### src/rtl/cfdt_consts.svh
`ifndef CFDT_CONSTS_SVH
`define CFDT_CONSTS_SVH

// register byte addresses
`define CFDT_ADDR_CTRL        8'h00
`define CFDT_ADDR_DELAY       8'h04
`define CFDT_ADDR_STATUS      8'h08
`define CFDT_ADDR_MASK        8'h0C
`define CFDT_ADDR_FAULT       8'h10
`define CFDT_ADDR_STEP        8'h14

// field positions
`define CFDT_CTRL_DOUBLING    0
`define CFDT_CTRL_SCALING     1
`define CFDT_DLY_DOVC_LSB     0
`define CFDT_DLY_CSHORT_LSB   4
`define CFDT_DLY_DSHORT1_LSB  8
`define CFDT_DLY_DSHORT2_LSB  12

// reset values
`define CFDT_CTRL_RESET       2'h2
`define CFDT_DELAY_RESET      16'h0000
`define CFDT_MASK_RESET       4'h0

// timing
`define CFDT_CLK_PERIOD_NS    10
`define CFDT_TICK_NS          500
`define CFDT_TICK_CYCLES      (`CFDT_TICK_NS / `CFDT_CLK_PERIOD_NS)
`define CFDT_DOVC_BASE_NS     1000000
`define CFDT_DOVC_STEP_NS     2000000
`define CFDT_CSHORT_STEP_NS   61000
`define CFDT_DSHORT1_STEP_NS  61000
`define CFDT_DSHORT1_STEP2_NS 121000
`define CFDT_DSHORT2_STEP_NS  30500
`define CFDT_DSHORT2_STEP2_NS 61000
`define CFDT_DETECT_NS        160000
`define CFDT_DETECT_CYCLES    (`CFDT_DETECT_NS / `CFDT_CLK_PERIOD_NS)

// discharge overcurrent threshold step, microvolt magnitude
`define CFDT_DOVC_STEP_HI_UV  16'h15B8
`define CFDT_DOVC_STEP_LO_UV  16'h0ADC

`endif

### src/rtl/cfdt_pkg.sv
package cfdt_pkg;

    typedef enum logic [1:0] {
        CFDT_CH_DOVC,
        CFDT_CH_CSHORT,
        CFDT_CH_DSHORT1,
        CFDT_CH_DSHORT2
    } cfdt_chan_t;

    typedef struct packed {
        logic        awvalid;
        logic [7:0]  awaddr;
        logic        wvalid;
        logic [31:0] wdata;
        logic [3:0]  wstrb;
        logic        bready;
        logic        arvalid;
        logic [7:0]  araddr;
        logic        rready;
    } cfdt_axi_req_t;

    typedef struct packed {
        logic        awready;
        logic        wready;
        logic        bvalid;
        logic [1:0]  bresp;
        logic        arready;
        logic        rvalid;
        logic [31:0] rdata;
        logic [1:0]  rresp;
    } cfdt_axi_rsp_t;

    typedef struct packed {
        logic [15:0] cnt;
        logic        fault;
    } cfdt_chan_state_t;

    typedef struct packed {
        cfdt_axi_rsp_t rsp;
        logic          aw_held;
        logic          w_held;
        logic [7:0]    awaddr;
        logic [31:0]   wdata;
        logic [3:0]    wstrb;
        logic [1:0]    ctrl;
        logic [15:0]   delay;
        logic [3:0]    status;
        logic [3:0]    mask;
        logic [3:0]    fault_prev;
        logic          irq;
        logic [7:0]    tick_cnt;
        logic          tick;
    } cfdt_top_state_t;

endpackage : cfdt_pkg

### src/rtl/cfdt_chan.sv
`timescale 1ns/10ps
`include "cfdt_consts.svh"

// one qualification timer: counts ticks while the comparator holds
module cfdt_chan #(
    parameter int CNT_W = 16
) (
    input  wire logic             clk,
    input  wire logic             rst_n,
    input  wire logic             tick,
    input  wire logic             cond,
    input  wire logic [CNT_W-1:0] limit,
    output logic                  fault
);

    cfdt_pkg::cfdt_chan_state_t st;
    cfdt_pkg::cfdt_chan_state_t next_st;

    always_comb begin
        next_st = st;
        if (!cond) begin
            next_st.cnt = '0;                                   // [RQ9]
        end else if (tick && (st.cnt < 16'(limit))) begin
            next_st.cnt = st.cnt + 16'h0001;
        end
        next_st.fault = cond && (st.cnt >= 16'(limit));        // [RQ1]
    end

    always_ff @(posedge clk) begin
        if (!rst_n) begin
            st <= '0;
        end else begin
            st <= next_st;
        end
    end

    assign fault = st.fault;
endmodule : cfdt_chan

### src/rtl/cfdt_top.sv
// Register access over AXI4-Lite and the placing of the registers were decided locally.
`timescale 1ns/10ps
`include "cfdt_consts.svh"

// Overview of operation
// RQ1: discharge overcurrent delay 1 to 31 ms in 2 ms steps, then fault.
// RQ2: charge short circuit delay 0 to 915 us in 61 us steps.
// RQ3: first discharge short delay 61 us steps, or 121 us when doubled.
// RQ4: second discharge short delay 30.5 us steps, or 61 us when doubled.
// RQ5: one doubling bit scales both discharge short timers; 1 means doubled.
// RQ6: fault recognised within 160 us after comparator trips.
// RQ7: longest delay setting within ten percent of programmed value.
// RQ8: scaling bit clear halves threshold steps: 5.56 mV versus 2.78 mV.
// RQ9: timer counts only while condition holds, restarts when it clears.
module cfdt_top #(
    parameter int CNT_W       = 16,
    parameter int CODE_W      = 4,
    parameter int TICK_CYCLES = `CFDT_TICK_CYCLES
) (
    input  wire logic                   SYS_CLK,
    input  wire logic                   RST_N,
    input  wire cfdt_pkg::cfdt_axi_req_t AXI_REQ,
    output cfdt_pkg::cfdt_axi_rsp_t     AXI_RSP,
    input  wire logic [3:0]             FAULT_COND,
    output logic [3:0]                  FAULT,
    output logic                        SHORT_DELAY_DOUBLING,
    output logic                        SENSE_SCALING_SELECT,
    output logic                        IRQ
);

    localparam int DOVC_BASE    = `CFDT_DOVC_BASE_NS / `CFDT_TICK_NS;
    localparam int DOVC_STEP    = `CFDT_DOVC_STEP_NS / `CFDT_TICK_NS;
    localparam int CSHORT_STEP  = `CFDT_CSHORT_STEP_NS / `CFDT_TICK_NS;
    localparam int DSHORT1_STEP = `CFDT_DSHORT1_STEP_NS / `CFDT_TICK_NS;
    localparam int DSHORT1_DBL  = `CFDT_DSHORT1_STEP2_NS / `CFDT_TICK_NS;
    localparam int DSHORT2_STEP = `CFDT_DSHORT2_STEP_NS / `CFDT_TICK_NS;
    localparam int DSHORT2_DBL  = `CFDT_DSHORT2_STEP2_NS / `CFDT_TICK_NS;
    localparam logic [7:0] TICK_LAST = 8'(TICK_CYCLES - 1);
    localparam logic [1:0] RESP_OK = 2'h0;
    localparam logic [1:0] RESP_ERR = 2'h2;

    cfdt_pkg::cfdt_top_state_t st;
    cfdt_pkg::cfdt_top_state_t next_st;
    logic [3:0]                fault_live;
    logic [CNT_W-1:0]          limit [4];
    logic [CODE_W-1:0]         code_dovc;
    logic [CODE_W-1:0]         code_cshort;
    logic [CODE_W-1:0]         code_dshort1;
    logic [CODE_W-1:0]         code_dshort2;
    logic                      doubling;

    assign doubling     = st.ctrl[`CFDT_CTRL_DOUBLING];
    assign code_dovc    = st.delay[`CFDT_DLY_DOVC_LSB +: CODE_W];
    assign code_cshort  = st.delay[`CFDT_DLY_CSHORT_LSB +: CODE_W];
    assign code_dshort1 = st.delay[`CFDT_DLY_DSHORT1_LSB +: CODE_W];
    assign code_dshort2 = st.delay[`CFDT_DLY_DSHORT2_LSB +: CODE_W];

    // delay limits in timer ticks
    always_comb begin
        limit[cfdt_pkg::CFDT_CH_DOVC] =
            CNT_W'(DOVC_BASE + int'(code_dovc) * DOVC_STEP);     // [RQ1]
        limit[cfdt_pkg::CFDT_CH_CSHORT] =
            CNT_W'(int'(code_cshort) * CSHORT_STEP);             // [RQ2]
        limit[cfdt_pkg::CFDT_CH_DSHORT1] = doubling ?            // [RQ5]
            CNT_W'(int'(code_dshort1) * DSHORT1_DBL) :
            CNT_W'(int'(code_dshort1) * DSHORT1_STEP);           // [RQ3]
        limit[cfdt_pkg::CFDT_CH_DSHORT2] = doubling ?            // [RQ5]
            CNT_W'(int'(code_dshort2) * DSHORT2_DBL) :
            CNT_W'(int'(code_dshort2) * DSHORT2_STEP);           // [RQ4]
    end

    genvar gi;
    generate
        for (gi = 0; gi < 4; gi++) begin : g_chan
            cfdt_chan #(
                .CNT_W (CNT_W)
            ) u_chan (
                .clk   (SYS_CLK),
                .rst_n (RST_N),
                .tick  (st.tick),
                .cond  (FAULT_COND[gi]),
                .limit (limit[gi]),
                .fault (fault_live[gi])
            );
        end
    endgenerate

    function automatic logic [31:0] merge(input logic [31:0] old,
                                          input logic [31:0] wd,
                                          input logic [3:0]  be);
        logic [31:0] res;
        res = old;
        for (int b = 0; b < 4; b++) begin
            if (be[b]) begin
                res[8*b +: 8] = wd[8*b +: 8];
            end
        end
        return res;
    endfunction : merge

    function automatic logic is_mapped(input logic [7:0] a);
        return (a == `CFDT_ADDR_CTRL) || (a == `CFDT_ADDR_DELAY) ||
               (a == `CFDT_ADDR_STATUS) || (a == `CFDT_ADDR_MASK) ||
               (a == `CFDT_ADDR_FAULT) || (a == `CFDT_ADDR_STEP);
    endfunction : is_mapped

    logic [3:0]  fault_rise;
    logic [3:0]  status_clear;
    logic [31:0] rd_word;
    logic [31:0] wr_word;
    logic [15:0] thr_step_uv;

    always_comb begin
        next_st      = st;
        fault_rise   = fault_live & ~st.fault_prev;             // [RQ6]
        status_clear = 4'h0;
        rd_word      = 32'h0000_0000;
        wr_word      = 32'h0000_0000;
        thr_step_uv  = st.ctrl[`CFDT_CTRL_SCALING] ?
                       `CFDT_DOVC_STEP_HI_UV : `CFDT_DOVC_STEP_LO_UV; // [RQ8]

        // one-cycle tick every 500 ns, sets timer resolution
        if (st.tick_cnt == TICK_LAST) begin                     // [RQ7]
            next_st.tick_cnt = 8'h00;
            next_st.tick     = 1'b1;
        end else begin
            next_st.tick_cnt = st.tick_cnt + 8'h01;
            next_st.tick     = 1'b0;
        end

        // write address and data, either order
        if (AXI_REQ.awvalid && st.rsp.awready) begin
            next_st.aw_held = 1'b1;
            next_st.awaddr  = AXI_REQ.awaddr;
        end
        if (AXI_REQ.wvalid && st.rsp.wready) begin
            next_st.w_held = 1'b1;
            next_st.wdata  = AXI_REQ.wdata;
            next_st.wstrb  = AXI_REQ.wstrb;
        end
        if (st.rsp.bvalid && AXI_REQ.bready) begin
            next_st.rsp.bvalid = 1'b0;
        end
        if (st.aw_held && st.w_held && !st.rsp.bvalid) begin
            next_st.aw_held    = 1'b0;
            next_st.w_held     = 1'b0;
            next_st.rsp.bvalid = 1'b1;
            next_st.rsp.bresp  = is_mapped(st.awaddr) ? RESP_OK : RESP_ERR;
            case (st.awaddr)
                `CFDT_ADDR_CTRL: begin
                    wr_word = merge({30'h0, st.ctrl}, st.wdata, st.wstrb);
                    next_st.ctrl = wr_word[1:0];                 // [RQ5]
                end
                `CFDT_ADDR_DELAY: begin
                    wr_word = merge({16'h0, st.delay}, st.wdata, st.wstrb);
                    next_st.delay = wr_word[15:0];
                end
                `CFDT_ADDR_MASK: begin
                    wr_word = merge({28'h0, st.mask}, st.wdata, st.wstrb);
                    next_st.mask = wr_word[3:0];
                end
                default: begin
                    wr_word = 32'h0000_0000;
                end
            endcase
        end
        next_st.rsp.awready = !next_st.aw_held && !next_st.rsp.bvalid;
        next_st.rsp.wready  = !next_st.w_held && !next_st.rsp.bvalid;

        // read channel
        if (st.rsp.rvalid && AXI_REQ.rready) begin
            next_st.rsp.rvalid  = 1'b0;
            next_st.rsp.arready = 1'b1;
        end
        if (AXI_REQ.arvalid && st.rsp.arready) begin
            case (AXI_REQ.araddr)
                `CFDT_ADDR_CTRL:   rd_word = {30'h0, st.ctrl};
                `CFDT_ADDR_DELAY:  rd_word = {16'h0, st.delay};
                `CFDT_ADDR_STATUS: begin
                    rd_word      = {28'h0, st.status};
                    status_clear = 4'hF;
                end
                `CFDT_ADDR_MASK:   rd_word = {28'h0, st.mask};
                `CFDT_ADDR_FAULT:  rd_word = {28'h0, fault_live};
                `CFDT_ADDR_STEP:   rd_word = {16'h0, thr_step_uv};
                default:           rd_word = 32'h0000_0000;
            endcase
            next_st.rsp.rdata   = rd_word;
            next_st.rsp.rresp   = is_mapped(AXI_REQ.araddr) ? RESP_OK
                                                             : RESP_ERR;
            next_st.rsp.rvalid  = 1'b1;
            next_st.rsp.arready = 1'b0;
        end

        // sticky events; a new event wins over the read clear
        next_st.status     = (st.status & ~status_clear) | fault_rise;
        next_st.fault_prev = fault_live;
        next_st.irq        = |(next_st.status & next_st.mask);
    end

    always_ff @(posedge SYS_CLK) begin
        if (!RST_N) begin
            st             <= '0;
            st.ctrl        <= `CFDT_CTRL_RESET;
            st.delay       <= `CFDT_DELAY_RESET;
            st.mask        <= `CFDT_MASK_RESET;
            st.rsp.awready <= 1'b1;
            st.rsp.wready  <= 1'b1;
            st.rsp.arready <= 1'b1;
        end else begin
            st <= next_st;
        end
    end

    assign AXI_RSP              = st.rsp;
    assign FAULT                = st.fault_prev;
    assign SHORT_DELAY_DOUBLING = st.ctrl[`CFDT_CTRL_DOUBLING];
    assign SENSE_SCALING_SELECT = st.ctrl[`CFDT_CTRL_SCALING];
    assign IRQ                  = st.irq;
endmodule : cfdt_top

### config.mk
export PLATFORM = sky130hd
export DESIGN_NAME = cfdt_top
export DESIGN_NICKNAME = d
export VERILOG_FILES = /design/src/rtl/cfdt_pkg.sv /design/src/rtl/cfdt_chan.sv /design/src/rtl/cfdt_top.sv
export VERILOG_INCLUDE_DIRS = /design/src /design/src/rtl
export SDC_FILE = /design/constraint.sdc
export NUM_CORES = 1
export LEC_CHECK = 0
export CAP_MARGIN = 20
export CORE_MARGIN = 3
export CORE_UTILIZATION = 35
export DETAILED_ROUTE_END_ITERATION = 16
export DONT_BUFFER_PORTS = 1
export PLACE_DENSITY = 0.58
export SYNTH_ARGS = -nofsm -noshare
export SYNTH_HDL_FRONTEND = slang
export SYNTH_HIERARCHICAL = 1
export SYNTH_SLANG_ARGS = --single-unit
### constraint.sdc
create_clock -name SYS_CLK -period 15.5 [get_ports SYS_CLK]
set_input_delay 0 -clock SYS_CLK [delete_from_list [all_inputs] [get_ports SYS_CLK]]
set_output_delay 0 -clock SYS_CLK [all_outputs]
set_load 0.005 [all_outputs]
==> results <==
- The run finished with clean final reports.
- The layout overhead on the synthesized area is 11.93%.
- After synthesis, the share of flip-flops with an asynchronous set or reset is 0.
- The vertical die dimension is 183.4 um.
- IR analysis of the VDD net gives a maximum drop of 72.96 uV.
- Summing over every cut layer, the via total after detailed routing is 8786.
- After clock tree synthesis, the clock-pin slew on the worst setup and hold paths is 0.07 ns.
- The number of core rows is 64.
- The number of placed instances, taps included, is 1679.
- The number of antenna violations at the first check in global routing is 1.
- The total routed wire length on the met1 layer is 12.05 mm.
- The root buffer cell is clkbuf_16.
- The number of buffers inserted during clock tree synthesis is 17.
- The average cell area after synthesis is 8.370 sq um.
- Synthesis inferred 159 register bits.
- During synthesis, Yosys emitted a total of 6 warnings.
- Data arrives at the worst endpoint at 5.71 ns.
- The CTS H-tree depth is 4.
- The core region area is 0.03083 sq mm.
- The die covers 0.03363 sq mm.
- The class of the most critical setup path is flip-flop to flip-flop.
- The sequential area share after synthesis is 0.2890.
- The worst setup path is launched from a flip-flop.
- The routed wire length is 25.42 mm.
- Dividing the detail-routed via count by the number of cells gives 4.975.
- The total congestion overflow after global routing is 0.
- Max-cap violations in this run came to 0.
- The detail route stage leaves a number of antenna-violating nets equal to 0.
- Across all hold checks on the routed design, the worst slack comes to 0.03345 ns.
- The starting DRC count in detailed routing is 452.
- The width of the die is 183.4 um.
- The number of remaining DRC errors is 0.
- The via count of the first global-routing pass is 8414.
- 111 I/O pins were placed.
- In the detailed route, the total length drawn on met3 is 1.396 mm.
- In the global route stage, overall resource usage came out at 0.1540.
- The post-CTS setup repair buffer count is 0.
- Dividing the final minimum period by the clock period gives 0.3458.
- Across the routed clock network, the largest skew measured is 0.01141 ns.
- Leaving out fill and tap cells, the most frequent cells in the layout are dfxtp_1, nand2_1, ha_1, inv_1, nor2_1.
- The completed layout was analyzed and its total power is 903.9 uW.
- The critical path endpoint category is a flip-flop.
- The slew of the pin with the lowest slew margin is 1.100 ns.
- The commonest non-fill, non-tap cell in the layout is dfxtp_1.
- The count of endpoints failing hold in the final timing report came to 0.
- The primary flip-flop cell chosen by synthesis mapping is dfxtp_1.
- The antenna diode count is 0.
- The total of endpoints with negative setup slack in the final report is 0.
- The count of different cell masters after synthesis is 62.
- The final cell count without fillers is 1766.
- The maximum buffer depth of the clock tree is 2.
- After layout, the minimum clock period comes to 5.360 ns.
- The top routing layer in use is met5.
- TritonCTS built the clock tree.
- The detailed-placement wirelength estimate is 18.58 mm.
- The number of I/O port buffers is 0.
- The total of cells resized after clock tree synthesis is 0.
- Counting flops with a built-in enable in the synthesized netlist gives 0.
- The highest attainable clock frequency is 186.6 MHz.
- The post-synthesis instance area is 0.01101 sq mm.
- Dividing the detail-routed wire length by the instance count gives 14.39 um.
- The net count of the finished layout is 1573.
- For the worst-skew pair, the clock arrives at the later sink with an insertion delay of 0.44 ns.
- The power per cell area is 73.32 mW/mm^2.
- The required arrival time at the worst endpoint is 15.85 ns.
- The leakage power total is 0.005188 uW.
- Prior to clock tree synthesis, the placed netlist has a worst setup slack of 10.11 ns.
- The wire length of the first global-routing pass is 42.17 mm.
- Detailed routing placed a total of 11.58 mm of wire on met2.
- The least setup slack across all paths after layout is 10.14 ns.
- The number of sinks handled by clock tree synthesis is 159.
- In the final layout, the share of cells above drive strength 1 is 0.06058.
- The largest fanout on the critical path is 11.
- Before antenna repair, the detailed router went through 5 iterations.
- Adding up every negative setup slack in the final design gives 0 ns.
- The instance count of the mapped netlist is 1316.
- The initial utilization of the core area, before any placement, comes to 0.3573.
- The min-delay analysis places its worst path in the category input pin to flip-flop.
- Setup repair after global routing left no endpoint under its margin.
- Entering global routing, the biggest net connects 52 pins.
- The max-slew violation count came to 0.
- The routability congestion estimate is 0.8410.
- The number of buffers inserted for hold repair after clock tree synthesis is 55.
- The worst relative slew slack is 0.2643.
[per-layer routing]
metal	up-vias	GRT usage
met5	-	0
met4	2	0.03626
met3	27	0.04403
met2	139	0.2500
met1	4093	0.2032
li1	4525	-
[sequential cells by signal (all words and copies together) (netlist names)]
register,count
g_chan.u_chan/st,64
st,45
AXI_RSP,23
FAULT,4
code_cshort,4
code_dovc,4
code_dshort1,4
code_dshort2,4
g_chan.u_chan/fault,4
IRQ,1
SENSE_SCALING_SELECT,1
SHORT_DELAY_DOUBLING,1
[area by class of cell]
type	instances	area, sq um
Tap cell	396	495.5
Inverter	125	469.2
Clock inverter	13	140.1
Sequential cell	159	3183
Fill cell	3083	18500
Multi-Input combinational cell	997	7022
Timing Repair Buffer	57	565.5
Clock buffer	19	452.9
[path summary, 6_finish.rpt]
kind	cells past startpoint	slack, ns	from	endpoint
setup / recovery	19	10.14	code_dovc[1]	g_chan[0].u_chan/st[10]
hold / removal	4	0.03	AXI_REQ[5]	AXI_RSP[5]
setup reg to reg	19	10.14	code_dovc[1]	g_chan[0].u_chan/st[10]
hold reg to reg	2	0.46	st[49]	st[49]
[synth_stat cells (31+ instances only)]
master	number	area, sq um
buf_4	45	337.8
nor4_1	31	193.9
xnor2_1	48	420.4
nand2_1	138	518.0
o21ai_0	60	300.3
nand3_1	39	195.2
inv_1	123	461.7
ha_1	130	1627
a21oi_1	117	585.6
dfxtp_1	159	3183
nor2_1	120	450.4
mux2i_1	32	320.3
[power by group]
| group | internal [uW] | switching [uW] |
|---|---|---|
| clock | 237 | 192 |
| combinational | 21.0 | 30.8 |
| sequential | 416 | 6.94 |
[worst max-delay path, cell delays in order (launching register included)]
cell      delay [ns]
dfxtp_1         0.46
fa_1            0.65
inv_1           0.10
fa_1            0.51
inv_1           0.04
ha_1            0.34
o21ai_0         0.23
o21bai_1        0.09
a21oi_1         0.18
xnor2_1         0.19
nor3b_1         0.25
xnor3_1         0.24
inv_1           0.07
ha_1            0.23
nand4_1         0.17
nor4_1          0.10
a21boi_2        0.23
or4b_4          0.61
or3_2           0.47
a21oi_1         0.14
[through the flow]
stage / utilization / area (sq um)
6_report: 0.3999 / 12330
3_5_place_dp: 0.3628 / 11180
4_1_cts: 0.3999 / 12330
5_1_grt: 0.3999 / 12330
2_1_floorplan: - / 11150
3_3_place_gp: 0.3628 / 11180
[cells by family (layout without fill, tap and decap cells)]
kind of cell,after synthesis,after routing,synth area share
flip-flops,159,159,0.2890
multiplexers,39,39,0.03646
buffers and inverters,197,214,0.08611
adder cells (fa/ha/maj),153,153,0.1895
AO/OA/AOI/OAI,230,230,0.1245
XOR/XNOR,73,73,0.05930
other,2,39,0.0006818
AND/OR/NAND/NOR,463,463,0.2145
(Power assumes the default switching activity.)
